`config.mk`:
```
export PLATFORM = sky130hd
export DESIGN_NAME = encoder_marker_freeze_capture
export DESIGN_NICKNAME = d
export VERILOG_FILES = /design/src/shared/encoder_capture_pkg.sv /design/src/hdl/encoder_marker_freeze_capture.sv
export SDC_FILE = /design/constraint.sdc
export NUM_CORES = 1
export LEC_CHECK = 0
export BUFFER_PORTS_ARGS = -buffer_cell sky130_fd_sc_hd__buf_2
export CAP_MARGIN = 0
export CORE_MARGIN = 5
export CORE_UTILIZATION = 35
export CTS_CLUSTER_SIZE = 24
export DETAILED_ROUTE_END_ITERATION = 16
export PLACE_DENSITY_LB_ADDON = 0.05
export SLEW_MARGIN = 20
export SYNTH_ARGS = -nofsm -noshare
export SYNTH_HDL_FRONTEND = slang
export SYNTH_SLANG_ARGS = --single-unit
```
`constraint.sdc`:
```
create_clock -name pclk -period 2.6 [get_ports pclk]
set_clock_uncertainty 0.15 [all_clocks]
set_input_delay 0.52 -clock pclk [delete_from_list [all_inputs] [get_ports pclk]]
set_output_delay 0.52 -clock pclk [all_outputs]
set_load 0.01 [all_outputs]
```
`src/shared/encoder_capture_pkg.sv`:
```
// Package: register map, field layout and types of the encoder capture block
package encoder_capture_pkg;

    // Register byte offsets (APB, one aligned 32-bit word each)
    localparam logic [7:0] ADDR_REF_MARKER_CAPTURE_WORD = 8'h00;
    localparam logic [7:0] ADDR_FB_MARKER_CAPTURE_WORD  = 8'h04;
    localparam logic [7:0] ADDR_REF_FREEZE_CAPTURE_WORD = 8'h08;
    localparam logic [7:0] ADDR_FB_FREEZE_CAPTURE_WORD  = 8'h0c;
    localparam logic [7:0] ADDR_REF_MARKER_FLAG         = 8'h10;
    localparam logic [7:0] ADDR_FB_MARKER_FLAG          = 8'h14;
    localparam logic [7:0] ADDR_REF_FREEZE_FLAG         = 8'h18;
    localparam logic [7:0] ADDR_FB_FREEZE_FLAG          = 8'h1c;
    localparam logic [7:0] ADDR_REF_SOURCE_SELECT       = 8'h20;
    localparam logic [7:0] ADDR_FB_SOURCE_SELECT        = 8'h24;
    localparam logic [7:0] ADDR_REF_MARKER_FLAG_ENABLE  = 8'h28;
    localparam logic [7:0] ADDR_FB_MARKER_FLAG_ENABLE   = 8'h2c;
    localparam logic [7:0] ADDR_REF_FREEZE_ENABLE       = 8'h30;
    localparam logic [7:0] ADDR_FB_FREEZE_ENABLE        = 8'h34;
    localparam logic [7:0] ADDR_IRQ_STATUS              = 8'h38;
    localparam logic [7:0] ADDR_IRQ_MASK                = 8'h3c;

    // Capture word layout
    localparam int TURNS_LSB = 16;
    localparam int POS_W     = 16;

    // Channel indices
    localparam int CH_REF = 0;
    localparam int CH_FB  = 1;
    localparam int NUM_CH = 2;

    // Interrupt status bits: marker ref, marker fb, freeze ref, freeze fb
    localparam int IRQ_W          = 4;
    localparam int IRQ_MARKER_LSB = 0;
    localparam int IRQ_FREEZE_LSB = 2;

    // Reset values
    localparam logic [31:0] RST_WORD   = 32'h0000_0000;
    localparam logic [7:0]  RST_SOURCE = 8'h05;

    // Position source selector encoding
    typedef enum logic [7:0] {
        SRC_BASE_ENCODER = 8'h00,
        SRC_SLOT_1       = 8'h01,
        SRC_SLOT_2       = 8'h02,
        SRC_SLOT_3       = 8'h03,
        SRC_USER_PROGRAM = 8'h04,
        SRC_UNCONFIGURED = 8'h05
    } source_e;

    // One position sample: turns and coarse position
    typedef struct packed {
        logic [15:0] turns;
        logic [15:0] coarse;
    } position_s;

    // All positions offered to one channel
    typedef struct packed {
        position_s user_program;
        position_s slot_3;
        position_s slot_2;
        position_s slot_1;
        position_s base_encoder;
    } position_set_s;

    // Per-channel state
    typedef struct packed {
        logic [31:0] marker_word;
        logic [31:0] freeze_word;
        logic        marker_flag;
        logic        freeze_flag;
        logic [7:0]  source_select;
        logic        marker_flag_enable;
        logic        freeze_enable;
        logic [2:0]  marker_sync;
        logic [2:0]  freeze_sync;
    } channel_s;

    // APB answer
    typedef struct packed {
        logic [31:0] prdata;
        logic        pready;
        logic        pslverr;
    } apb_resp_s;

endpackage

```
`src/hdl/encoder_marker_freeze_capture.sv`:
```
// Marker and freeze position capture for reference and feedback encoders
//
// Contract
// Marker captures turns high, coarse low
// Marker capture word readable, signed 32-bit
// Marker sets flag only when enabled
// Software writes zero to re-arm flag
// Software write of one is ignored
// Source selector encodes base, slots, user, none
// Freeze sets flag only when enabled
// Freeze captures only while flag zero
// Freeze captures turns high, coarse low
// Captured words hold until next qualifying event
//
// Design decisions made here: the APB register port and the register addresses.
`timescale 1ns/100ps
`default_nettype none

module encoder_marker_freeze_capture
    import encoder_capture_pkg::*;
(
    input  wire logic                  pclk,
    input  wire logic                  presetn,
    input  wire logic                  psel,
    input  wire logic                  penable,
    input  wire logic                  pwrite,
    input  wire logic [7:0]            paddr,
    input  wire logic [31:0]           pwdata,
    input  wire logic [3:0]            pstrb,
    output logic      [31:0]           prdata,
    output logic                       pready,
    output logic                       pslverr,
    input  wire position_set_s         ref_positions,
    input  wire position_set_s         fb_positions,
    input  wire logic [NUM_CH-1:0]     marker_pulse,
    input  wire logic [NUM_CH-1:0]     freeze_input,
    output logic                       irq
);

    // ------------------------------------------------------------------
    // State
    // ------------------------------------------------------------------
    typedef struct packed {
        channel_s [NUM_CH-1:0] ch;
        logic [IRQ_W-1:0]      irq_status;
        logic [IRQ_W-1:0]      irq_mask;
        apb_resp_s             resp;
        logic                  irq;
    } state_s;

    state_s state;
    state_s next_state;

    // ------------------------------------------------------------------
    // Helpers
    // ------------------------------------------------------------------
    function automatic position_s select_position(
        input logic [7:0]    sel,
        input position_set_s set
    );
        position_s p;
        p = '0;
        unique case (sel)
            SRC_BASE_ENCODER: p = set.base_encoder;
            SRC_SLOT_1:       p = set.slot_1;
            SRC_SLOT_2:       p = set.slot_2;
            SRC_SLOT_3:       p = set.slot_3;
            SRC_USER_PROGRAM: p = set.user_program;
            // Unconfigured or out of range: frozen at zero
            default:          p = '0;
        endcase
        return p;
    endfunction

    function automatic logic [31:0] pack_word(input position_s p);
        logic [31:0] w;
        w = '0;
        w[TURNS_LSB +: POS_W] = p.turns;
        w[POS_W-1:0]          = p.coarse;
        return w;
    endfunction

    function automatic logic [31:0] byte_merge(
        input logic [31:0] old_value,
        input logic [31:0] wdata,
        input logic [3:0]  strb
    );
        logic [31:0] m;
        m = old_value;
        for (int b = 0; b < 4; b++) begin
            if (strb[b]) begin
                m[b*8 +: 8] = wdata[b*8 +: 8];
            end
        end
        return m;
    endfunction

    // ------------------------------------------------------------------
    // Next state
    // ------------------------------------------------------------------
    logic                    wr_en;
    logic                    setup_en;
    logic [NUM_CH-1:0]       marker_edge;
    logic [NUM_CH-1:0]       freeze_edge;
    logic [NUM_CH-1:0]       marker_clear;
    logic [NUM_CH-1:0]       freeze_clear;
    logic [IRQ_W-1:0]        events;
    logic [31:0]             rdata;
    logic [31:0]             mask_word;
    logic                    addr_ok;
    position_s               pos;

    always_comb begin
        next_state   = state;
        wr_en        = psel && penable && pwrite;
        setup_en     = psel && !penable;
        marker_clear = '0;
        freeze_clear = '0;
        events       = '0;
        rdata        = '0;
        mask_word    = '0;
        addr_ok      = 1'b1;
        pos          = '0;

        // Ready follows psel by one cycle, so each transfer completes with no
        // wait state; data and error are loaded in that setup cycle
        next_state.resp.pready = psel;

        // ------------------------------------------------------------------
        // Input synchronisers: two flops, then an edge flop
        // ------------------------------------------------------------------
        for (int c = 0; c < NUM_CH; c++) begin
            next_state.ch[c].marker_sync = {state.ch[c].marker_sync[1:0],
                                            marker_pulse[c]};
            next_state.ch[c].freeze_sync = {state.ch[c].freeze_sync[1:0],
                                            freeze_input[c]};
            marker_edge[c] = state.ch[c].marker_sync[1]
                          && !state.ch[c].marker_sync[2];
            freeze_edge[c] = state.ch[c].freeze_sync[1]
                          && !state.ch[c].freeze_sync[2];
        end

        // ------------------------------------------------------------------
        // Register writes
        // ------------------------------------------------------------------
        if (wr_en) begin
            unique case (paddr)
                ADDR_REF_MARKER_FLAG: begin
                    marker_clear[CH_REF] = pstrb[0] && !pwdata[0];
                end
                ADDR_FB_MARKER_FLAG: begin
                    marker_clear[CH_FB] = pstrb[0] && !pwdata[0];
                end
                ADDR_REF_FREEZE_FLAG: begin
                    freeze_clear[CH_REF] = pstrb[0] && !pwdata[0];
                end
                ADDR_FB_FREEZE_FLAG: begin
                    freeze_clear[CH_FB] = pstrb[0] && !pwdata[0];
                end
                ADDR_REF_SOURCE_SELECT: begin
                    if (pstrb[0]) begin
                        next_state.ch[CH_REF].source_select = pwdata[7:0];
                    end
                end
                ADDR_FB_SOURCE_SELECT: begin
                    if (pstrb[0]) begin
                        next_state.ch[CH_FB].source_select = pwdata[7:0];
                    end
                end
                ADDR_REF_MARKER_FLAG_ENABLE: begin
                    if (pstrb[0]) begin
                        next_state.ch[CH_REF].marker_flag_enable = pwdata[0];
                    end
                end
                ADDR_FB_MARKER_FLAG_ENABLE: begin
                    if (pstrb[0]) begin
                        next_state.ch[CH_FB].marker_flag_enable = pwdata[0];
                    end
                end
                ADDR_REF_FREEZE_ENABLE: begin
                    if (pstrb[0]) begin
                        next_state.ch[CH_REF].freeze_enable = pwdata[0];
                    end
                end
                ADDR_FB_FREEZE_ENABLE: begin
                    if (pstrb[0]) begin
                        next_state.ch[CH_FB].freeze_enable = pwdata[0];
                    end
                end
                ADDR_IRQ_STATUS: begin
                    if (pstrb[0]) begin
                        next_state.irq_status = state.irq_status
                                              & ~pwdata[IRQ_W-1:0];
                    end
                end
                ADDR_IRQ_MASK: begin
                    mask_word = byte_merge(
                        {{(32-IRQ_W){1'b0}}, state.irq_mask},
                        pwdata, pstrb);
                    next_state.irq_mask = mask_word[IRQ_W-1:0];
                end
                // Capture words are read-only; writes are dropped
                ADDR_REF_MARKER_CAPTURE_WORD,
                ADDR_FB_MARKER_CAPTURE_WORD,
                ADDR_REF_FREEZE_CAPTURE_WORD,
                ADDR_FB_FREEZE_CAPTURE_WORD: begin
                    addr_ok = 1'b1;
                end
                default: begin
                    addr_ok = 1'b0;
                end
            endcase
        end

        // ------------------------------------------------------------------
        // Register decode, done in the setup cycle
        // ------------------------------------------------------------------
        if (setup_en) begin
            unique case (paddr)
                ADDR_REF_MARKER_CAPTURE_WORD:
                    rdata = state.ch[CH_REF].marker_word;
                ADDR_FB_MARKER_CAPTURE_WORD:
                    rdata = state.ch[CH_FB].marker_word;
                ADDR_REF_FREEZE_CAPTURE_WORD:
                    rdata = state.ch[CH_REF].freeze_word;
                ADDR_FB_FREEZE_CAPTURE_WORD:
                    rdata = state.ch[CH_FB].freeze_word;
                ADDR_REF_MARKER_FLAG:
                    rdata[0] = state.ch[CH_REF].marker_flag;
                ADDR_FB_MARKER_FLAG:
                    rdata[0] = state.ch[CH_FB].marker_flag;
                ADDR_REF_FREEZE_FLAG:
                    rdata[0] = state.ch[CH_REF].freeze_flag;
                ADDR_FB_FREEZE_FLAG:
                    rdata[0] = state.ch[CH_FB].freeze_flag;
                ADDR_REF_SOURCE_SELECT:
                    rdata[7:0] = state.ch[CH_REF].source_select;
                ADDR_FB_SOURCE_SELECT:
                    rdata[7:0] = state.ch[CH_FB].source_select;
                ADDR_REF_MARKER_FLAG_ENABLE:
                    rdata[0] = state.ch[CH_REF].marker_flag_enable;
                ADDR_FB_MARKER_FLAG_ENABLE:
                    rdata[0] = state.ch[CH_FB].marker_flag_enable;
                ADDR_REF_FREEZE_ENABLE:
                    rdata[0] = state.ch[CH_REF].freeze_enable;
                ADDR_FB_FREEZE_ENABLE:
                    rdata[0] = state.ch[CH_FB].freeze_enable;
                ADDR_IRQ_STATUS:
                    rdata[IRQ_W-1:0] = state.irq_status;
                ADDR_IRQ_MASK:
                    rdata[IRQ_W-1:0] = state.irq_mask;
                default:
                    addr_ok = 1'b0;
            endcase
        end

        // ------------------------------------------------------------------
        // Bus answer
        // ------------------------------------------------------------------
        // Latched in setup so data and error already stand at the edge
        // where the master first sees pready high; held through the
        // access phase, cleared once psel drops
        if (setup_en) begin
            next_state.resp.prdata  = pwrite ? RST_WORD : rdata;
            next_state.resp.pslverr = !addr_ok;
        end else if (!psel) begin
            next_state.resp.prdata  = RST_WORD;
            next_state.resp.pslverr = 1'b0;
        end

        // ------------------------------------------------------------------
        // Capture logic per channel
        // ------------------------------------------------------------------
        for (int c = 0; c < NUM_CH; c++) begin
            pos = select_position(state.ch[c].source_select,
                                  c == CH_REF ? ref_positions
                                              : fb_positions);
            // Flag clear first, so a same-cycle marker event wins; a freeze edge is gated by the old flag
            if (marker_clear[c]) begin
                next_state.ch[c].marker_flag = 1'b0;
            end
            if (freeze_clear[c]) begin
                next_state.ch[c].freeze_flag = 1'b0;
            end
            if (marker_edge[c]) begin
                next_state.ch[c].marker_word = pack_word(pos);
                if (state.ch[c].marker_flag_enable) begin
                    next_state.ch[c].marker_flag = 1'b1;
                    events[IRQ_MARKER_LSB + c] = 1'b1;
                end
            end
            // Freeze is armed only while its flag reads zero
            if (freeze_edge[c] && !state.ch[c].freeze_flag) begin
                next_state.ch[c].freeze_word = pack_word(pos);
                if (state.ch[c].freeze_enable) begin
                    next_state.ch[c].freeze_flag = 1'b1;
                    events[IRQ_FREEZE_LSB + c] = 1'b1;
                end
            end
        end

        // Sticky status: set wins over write-one-to-clear
        next_state.irq_status = next_state.irq_status | events;
        next_state.irq = |(next_state.irq_status & next_state.irq_mask);
    end

    // ------------------------------------------------------------------
    // Registers
    // ------------------------------------------------------------------
    always_ff @(posedge pclk or negedge presetn) begin
        if (!presetn) begin
            for (int c = 0; c < NUM_CH; c++) begin
                state.ch[c].marker_word        <= RST_WORD;
                state.ch[c].freeze_word        <= RST_WORD;
                state.ch[c].marker_flag        <= 1'b0;
                state.ch[c].freeze_flag        <= 1'b0;
                state.ch[c].source_select      <= RST_SOURCE;
                state.ch[c].marker_flag_enable <= 1'b0;
                state.ch[c].freeze_enable      <= 1'b0;
                state.ch[c].marker_sync        <= 3'h0;
                state.ch[c].freeze_sync        <= 3'h0;
            end
            state.irq_status   <= '0;
            state.irq_mask     <= '0;
            state.resp.prdata  <= RST_WORD;
            state.resp.pready  <= 1'b0;
            state.resp.pslverr <= 1'b0;
            state.irq          <= 1'b0;
        end else begin
            state <= next_state;
        end
    end

    // ------------------------------------------------------------------
    // Outputs, each straight from a state flop
    // ------------------------------------------------------------------
    assign prdata  = state.resp.prdata;
    assign pready  = state.resp.pready;
    assign pslverr = state.resp.pslverr;
    assign irq     = state.irq;

endmodule

`default_nettype wire

```
==> results of run 1 <==
[what timing repair did]
action                                 4_1_cts  5_1_grt
endpoints found under the hold margin       66        0
hold buffers                                 5        0
resized for setup                            0        1
setup endpoints to repair                    0       17
[layout make-up]
cell class | count | area [um^2]
tap | 396 | 495
clock inverter | 12 | 141
timing repair buffer | 448 | 2680
clock buffer | 32 | 692
fill | 2950 | 16300
multi-input combinational | 714 | 5110
sequential | 207 | 5190
[flip-flops by register name (all words and copies together), names as in the netlist]
signal and cells:
pready 1, next_state 8, prdata 32, state 164
pslverr 1, irq 1
[metrics by stage]
stage	setup WS, ps	instances	power, uW
2_1_floorplan	301	1048	4180
3_3_place_gp	121	1759	4770
3_5_place_dp	71.4	1759	4790
4_1_cts	52.5	1808	8380
5_1_grt	86.2	1809	8650
6_report	97.7	1809	8290
[critical path, delay by kind of cell (launching register included)]
| family | cells | cell delay, ps |
|---|---|---|
| buffers and inverters | 1 | 180 |
| flip-flops | 1 | 690 |
| AO/OA/AOI/OAI | 2 | 1000 |
| AND/OR/NAND/NOR | 2 | 320 |
[metal layers]
| layer | vias to the layer above | global-route usage [%] | routed length [um] |
|---|---|---|---|
| met5 | - | 0 | 14 |
| met4 | 2 | 4.69 | 751 |
| met3 | 38 | 4.41 | 3340 |
| met2 | 435 | 38.7 | 19700 |
| met1 | 4871 | 31.1 | 18000 |
| li1 | 4692 | - | - |
[power breakdown]
part	switching [uW]	leakage [uW]	internal, uW	total, uW
Combinational	571	0.00372	500	1070
Sequential	162	0.00254	3500	3660
Clock	1390	0.000414	2170	3550
Total	2120	0.00668	6170	8290
[path summary, 6_finish.rpt]
| path | startpoint | slack (ps) | endpoint | depth (start not counted) |
|---|---|---|---|---|
| min in group asynchronous | presetn | 400 | prdata[2] | 2 |
| worst max register to register | state[51] | 100 | state[62] | 5 |
| worst min register to register | next_state[129] | 200 | next_state[130] | 0 |
| max in group asynchronous | presetn | 1190 | state[133] | 3 |
| worst max-delay path | state[51] | 100 | state[62] | 5 |
| worst min-delay path | psel | 40 | pready | 1 |
[kinds of logic after synthesis]
group / share of synthesized area [%]
compound gates: 25.9
xor+xnor: 0.0806
buf+inv: 6.00
flops: 47.7
mux: 10.0
simple gates: 10.2
[synth_stat cells (3+ instances only)]
master	number	area, um^2
dfrtp_1	203	5080
a222oi_1	63	631
a21o_1	5	37.5
buf_1	4	15.0
nor2_1	74	278
buf_2	20	100
o21ai_1	66	330
nand2_1	104	390
mux2i_1	3	30.0
nor3_1	5	25.0
nor2b_1	5	31.3
clkbuf_1	63	236
mux4_2	3	67.6
mux2_1	10	113
nand3_1	4	20.0
mux2_2	78	878
a21oi_1	67	335
and2_1	4	25.0
a22o_1	98	858
a22oi_1	69	518
buf_4	40	300
nor3_2	4	40.0
a31oi_1	7	43.8
or4_1	3	22.5
nand4_1	3	18.8
dfstp_2	4	105
and3_1	4	25.0
==> metrics, run 1 <==
status=finished, final reports clean; Syn Area/Cell=10.4 um^2; RSZ-0062 raised after global routing=false; Die ar.=34,700 um^2; clock buffer depth=3; final core utilization=46.8%; dpl hpwl=30,600 um; All-Layer GR Usage=23.0%; core area=30,600 um^2; Worst Path Arrival=2720 ps; # diodes=0; Core Rows=64; worst path required time=2820 ps; design area=14,300 um^2; ys async rst share=100%; maximum single-stage delay on the critical path=850 ps; worst-skew pair later-pin latency=520 ps; Post-Syn Nets=1,421; Avg WL per Cell=23.1 um; Syn Std Cell Area=10,900 um^2; Tightest Hold Check Type=primary input to flop; Peak Freq=400 MHz; Synth Flop Type=dfrtp_1; commonest cells after routing, fill and taps aside=buf_2 (379), dfrtp_1 (201), nand2_1 (104); final setup vio count=0; Reg clk slew, reported paths=70 ps; largest fanout on the critical path=31; Mapped Cells=1,048; Final Max Slew Viols=0; TritonCTS clock tree=yes; synth warn=0; Syn-to-layout area delta=31.7%; Pwr Density=580 nW/um^2; drt initial violations=870; Chip Width=186 um; H-tree Lvls=1; Max Cap Viol=0; Max VDD drop=0.000407 V; pin count of the biggest net entering global routing=71; Fin Hold WS=36.1 ps; WS Path Type=flop to flop; fin nets=1,768; EDFF count, synth=0; Yosys cell types=51; vias in the first global route=10,300; Root Buffer Master=clkbuf_16; I/O pin count=408; placed inst area=13,400 um^2; post-synthesis register bit count=207; slew margin rel.=32.2%; Die Y=186 um; DR DRC count=0; Routed WL=41,800 um; slew at the pin closest to its max-slew limit=1020 ps; critical path launch point type=flop; initial antenna violation count=1; proportion of layout cells with a drive suffix above 1=42.4%; first-pass GRT wire length=60,900 um; routability cong.=0.828; post-route ant nets=0; sequential fraction of the synthesis area=47.7%; vias per cell=5.55; via count=10,000; leakage power=0.00668 uW; CTS sink count=207; global route total overflow=0; TritonRoute pass-1 iters=7; commonest non-fill, non-tap cell in the layout=buf_2; Setup Buffers After CTS=0; CTS Buf Count=24; final-report hold violation count=0; critical-path cell list=nor2_1 -> and2_2 -> buf_12 -> a222oi_1 -> a21oi_1; CP max-delay cell=a222oi_1; TNS Setup=0 ps; crit path capture type=flop; Port Buffers=380; Initial Util=35.5%; fraction of the cycle the final worst path needs=96.2%; fin crit period=2500 ps
No activity file was read; power rests on OpenSTA's default activity.
==> run 2, diff against run 1 <==
CORE_MARGIN = 10   (was 5)
==> metrics, run 2 (synthesized netlist as in run 1, its figures left out) <==
status=finished, final reports clean (unchanged); Avg WL per Cell=24.3 um (was 23.1 um); Filler cells=2,994 (was 2,950); total power draw=7920 uW (was 8290 uW); maximum single-stage delay on the critical path=690 ps (was 850 ps); Port Buffers=380 (unchanged); share of total power in combinational logic=13.6% (was 12.9%); TNS Setup=0 ps (unchanged); fin nets=1,776 (was 1,768); critical path launch point type=flop (unchanged); largest fanout on the critical path=23 (was 31); crit path capture type=flop (unchanged); proportion of layout cells with a drive suffix above 1=42.1% (was 42.4%); final setup vio count=0 (unchanged); RSZ-0062 raised after global routing=false (unchanged); worst-skew pair later-pin latency=520 ps (about the same); Tightest Hold Check Type=primary input to flop (unchanged); CP max-delay cell=a222oi_1 (unchanged); WS Path Type=flop to flop (unchanged); Place WS=107 ps (was 71.4 ps); All-Layer GR Usage=21.9% (was 23.0%); Clk pwr share=40.1% (was 42.9%); global route total overflow=0 (unchanged); dpl hpwl=33,100 um (was 30,600 um); leakage power=0.00664 uW (was 0.00668 uW); post-route ant nets=0 (unchanged); vias per cell=5.52 (was 5.55); Worst Slack Setup Final=149 ps (was 97.7 ps); Die Y=196 um (was 186 um); CTS sink count=207 (unchanged); slew margin rel.=40.9% (was 32.2%); Final Max Slew Viols=0 (unchanged); Routed WL=44,100 um (was 41,800 um); Peak Freq=408 MHz (was 400 MHz); initial antenna violation count=0 (was 1); Max VDD drop=0.000371 V (was 0.000407 V); clock buffer depth=3 (unchanged); fin crit period=2450 ps (was 2500 ps); vias in the first global route=10,600 (was 10,300); critical-path cell list=buf_12 -> mux2_2 -> a22o_1 -> a222oi_1 -> a21oi_1 (was nor2_1 -> and2_2 -> buf_12 -> a222oi_1 -> a21oi_1); worst path required time=2820 ps (about the same); core area=30,600 um^2 (unchanged); Top reg by flops=state (unchanged); via count=10,000 (about the same); # diodes=0 (unchanged); TritonRoute pass-1 iters=8 (was 7); Worst Path Arrival=2670 ps (was 2720 ps); Pwr Density=556 nW/um^2 (was 580 nW/um^2); drt initial violations=791 (was 870); NetSw=2070 uW (was 2120 uW); Initial Util=35.5% (unchanged); final-report hold violation count=0 (unchanged); fraction of the cycle the final worst path needs=94.3% (was 96.2%); slew at the pin closest to its max-slew limit=887 ps (was 1020 ps); first-pass GRT wire length=66,300 um (was 60,900 um); commonest cells after routing, fill and taps aside=buf_2 (379), dfrtp_1 (201), nand2_1 (104) (unchanged); Root Buffer Master=clkbuf_16 (unchanged); routability cong.=0.804 (was 0.828); Chip Width=196 um (was 186 um); Largest register FFs=164 (unchanged); H-tree Lvls=1 (unchanged); DR DRC count=0 (unchanged); TritonCTS clock tree=yes (unchanged); final core utilization=46.6% (was 46.8%); power share of the sequential group=46.3% (was 44.2%); pin count of the biggest net entering global routing=65 (was 71); commonest non-fill, non-tap cell in the layout=buf_2 (unchanged); I/O pin count=408 (unchanged); Max Cap Viol=0 (unchanged); CTS Buf Count=24 (unchanged); Net Sw Frac=26.2% (was 25.6%); Reg clk slew, reported paths=60 ps (was 70 ps); Syn-to-layout area delta=31.1% (was 31.7%); Die ar.=38,500 um^2 (was 34,700 um^2); internal power=5850 uW (was 6170 uW); Core Rows=64 (unchanged)
run 2: power groups by stage:
stage	combinational (uW)	sequential, uW	clock, uW
6_report	1080	3670	3180
5_1_grt	1210	3700	3390
2_1_floorplan	516	3670	0
3_5_place_dp	1080	3720	0
4_1_cts	1090	3660	3250
3_3_place_gp	1060	3720	0
run 2: path summary, 6_finish.rpt:
check / from / endpoint / slack [ps] / cells after the start
setup reg to reg: state[51] / state[62] / 150 / 5
setup / recovery: state[51] / state[62] / 150 / 5
hold / removal: pwdata[6] / state[57] / 80 / 2
min in group asynchronous: presetn / next_state[126] / 380 / 2
max in group asynchronous: presetn / state[183] / 1220 / 3
hold reg to reg: next_state[44] / next_state[45] / 200 / 0
run 2: stage by stage:
| step | std cells | cell area [um^2] | hold WS [ps] |
|---|---|---|---|
| after floorplan | 1048 | 10900 | 74.4 |
| after global placement | 1767 | 13500 | 183 |
| after detailed placement | 1767 | 13500 | 188 |
| after CTS | 1812 | 14200 | 55.0 |
| after global routing | 1813 | 14200 | 73.0 |
| final | 1813 | 14200 | 75.7 |
run 2: area by class of cell:
class,count,area [um^2],share of cell area [%]
repair buffers,456,2730,19.2
clock buffers,37,701,4.92
clock inverters,3,17.5,0.123
well taps,396,495,3.48
flip-flops and latches,207,5190,36.4
multi-input cells,714,5110,35.9
run 2: critical path, delay by kind of cell, from the launching register on:
family / cells / cell delay [ps]
flops: 1 / 590
compound gates: 3 / 1010
buf+inv: 1 / 190
mux: 1 / 350
run 2: what timing repair did:
| action | in CTS | in global routing |
|---|---|---|
| resized for setup | 0 | 1 |
| endpoints found under the setup margin | 0 | 1 |
| hold endpoints to repair | 46 | 0 |
| buffers inserted | 0 | 1 |
| hold buffers | 5 | 0 |
run 2: layer usage:
layer | vias to the layer above | GRT usage (%) | share of wire (%)
met1 | 4869 | 28.6 | 44
met3 | 40 | 4.98 | 7.1
met5 | - | 0 | 0
met4 | 0 | 3.59 | 1.1
li1 | 4708 | - | -
met2 | 385 | 36.9 | 48
==> run 3, diff against run 2 <==
RECOVER_POWER = 25   (was unset)
clock period = 3.2 ns   (was 2.6 ns; I/O delays follow)
==> metrics, run 3 (synthesized netlist as in run 1, its figures left out) <==
status=finished, final reports clean (unchanged); RSZ-0062 raised after global routing=false (unchanged); CP max-delay cell=and2_2 (was a222oi_1); commonest cells after routing, fill and taps aside=buf_2 (377), dfrtp_1 (201), nand2_1 (104) (was buf_2 (379), dfrtp_1 (201), nand2_1 (104)); Seq. cell area=5190 um^2 (unchanged); final-report hold violation count=0 (unchanged); fin crit period=2660 ps (was 2450 ps); Initial Util=35.5% (unchanged); vias in the first global route=10,500 (was 10,600); Worst Path Arrival=2950 ps (was 2670 ps); vias per cell=5.57 (was 5.52); Port Buffers=380 (unchanged); Die Y=196 um (unchanged); # diodes=0 (unchanged); CTS Buf Count=24 (unchanged); H-tree Lvls=1 (unchanged); Avg WL per Cell=24.6 um (was 24.3 um); final core utilization=45.8% (was 46.6%); Root Buffer Master=clkbuf_16 (unchanged); Top reg by flops=state (unchanged); grt peak-use layer=met2 (unchanged); via count=9,963 (was 10,000); worst-skew pair later-pin latency=520 ps (about the same); core area=30,600 um^2 (unchanged); Tightest Hold Check Type=primary input to flop (unchanged); clock buffer depth=3 (unchanged); proportion of layout cells with a drive suffix above 1=41.6% (was 42.1%); drt initial violations=877 (was 791); I/O pin count=408 (unchanged); Setup Buffers After CTS=0 (unchanged); Buf/Inv on CP=0 (was 1); CTS sink count=207 (unchanged); Peak Freq=376 MHz (was 408 MHz); Core Rows=64 (unchanged); dpl hpwl=32,900 um (was 33,100 um); M2 GR Usage=36.5% (was 36.9%); slew at the pin closest to its max-slew limit=1050 ps (was 887 ps); pin count of the biggest net entering global routing=86 (was 65); All-Layer GR Usage=21.7% (was 21.9%); crit path capture type=flop (unchanged); Routed WL=43,900 um (was 44,100 um); fin nets=1,749 (was 1,776); GR Util met3=5.51% (was 4.98%); cell family with most CP delay=simple AND/OR/NAND/NOR gates (was compound AO/OA/AOI/OAI gates); slew margin rel.=30.2% (was 40.9%); critical path launch point type=flop (unchanged); fraction of the cycle the final worst path needs=83.1% (was 94.3%); Max VDD drop=0.000324 V (was 0.000371 V); leakage power=0.00654 uW (was 0.00664 uW); Pwr Density=496 nW/um^2 (was 556 nW/um^2); area of the multi-input gates=5110 um^2 (about the same); initial antenna violation count=0 (unchanged); placed cells=1,745 (was 1,767); Filler cells=3,031 (was 2,994); largest fanout on the critical path=31 (was 23); TNS Setup=0 ps (unchanged); global route total overflow=0 (unchanged); TritonRoute pass-1 iters=9 (was 8); Post-CTS Resized=0 (unchanged); commonest non-fill, non-tap cell in the layout=buf_2 (unchanged); Largest register FFs=164 (unchanged); Final Max Slew Viols=0 (unchanged); first-pass GRT wire length=65,400 um (was 66,300 um); Die ar.=38,500 um^2 (unchanged); final setup vio count=0 (unchanged); worst path required time=3490 ps (was 2820 ps); Max Cap Viol=0 (unchanged); Chip Width=196 um (unchanged); critical-path cell list=or4_1 -> nor3_4 -> and2_2 -> a222oi_1 -> a21oi_1 (was buf_12 -> mux2_2 -> a22o_1 -> a222oi_1 -> a21oi_1); WS Path Type=flop to flop (unchanged); TritonCTS clock tree=yes (unchanged); met1 GRT Util=28.0% (was 28.6%); maximum single-stage delay on the critical path=670 ps (was 690 ps); post-route ant nets=0 (unchanged); final cell count without fillers=1,789 (was 1,813); DR DRC count=0 (unchanged); Syn-to-layout area delta=29.0% (was 31.1%); Reg clk slew, reported paths=60 ps (about the same); routability cong.=0.833 (was 0.804)
[run 3: cell count changes in the layout (fill, tap and decap cells not counted)]
cell | previous run | this run
buf_12 | 19 | 4
buf_4 | 52 | 43
bufinv_16 | 0 | 6
dlygate4sd3_1 | 5 | 1
buf_2 | 379 | 377
clkbuf_1 | 9 | 7
clkbuf_4 | 0 | 1
inv_6 | 0 | 1
nand2b_2 | 2 | 1
nand2b_4 | 0 | 1
nor3_2 | 3 | 4
nor3_4 | 3 | 2
[run 3: stage by stage]
stage	area [um^2]	power [uW]	hold slack [ps]	worst slack [ps]
finish	14000	6950	73.1	541
global route	14000	7270	48.0	208
CTS	14000	7020	51.5	545
detailed placement	13100	3870	185	447
global placement	13100	3850	183	442
floorplan	10900	3400	181	832
[run 3: worst paths after layout]
path	from	end	slack [ps]	cells past startpoint
setup reg to reg	state[54]	state[79]	540	5
setup / recovery	state[54]	state[79]	540	5
min in group asynchronous	presetn	next_state[127]	670	2
max in group asynchronous	presetn	state[134]	580	3
hold reg to reg	next_state[129]	next_state[130]	200	0
hold / removal	freeze_input[0]	next_state[44]	70	1
[run 3: worst reg2reg max path, stage by stage (launching register included)]
cell and delay [ps]:
dfrtp_1 410, or4_1 610, nor3_4 150, and2_2 670
a222oi_1 370, a21oi_1 220
[run 3: repair_timing]
item	CTS	global route
endpoints found under the hold margin	15	0
hold buffers	1	0
setup endpoints to repair	0	0
[run 3: area by class of cell]
class / count / share of cell area, %
clock buffers: 33 / 4.97
clock inverters: 10 / 1.47
multi-input cells: 714 / 36.4
flip-flops and latches: 207 / 37.0
well taps: 396 / 3.54
repair buffers: 429 / 16.5
[run 3: layer usage]
metal  part of all wire [%]  wire (um)
met1                     43      18800
met2                     48      21100
met3                    8.2       3600
met4                   0.96        420
met5                      0          0
[run 3: where the power goes]
| part | internal, uW | leakage, uW | switching, uW | total [uW] |
|---|---|---|---|---|
| Combinational | 381 | 0.00356 | 455 | 836 |
| Clock | 2000 | 0.000439 | 1130 | 3130 |
| Sequential | 2850 | 0.00254 | 134 | 2980 |
| Total | 5230 | 0.00654 | 1720 | 6950 |
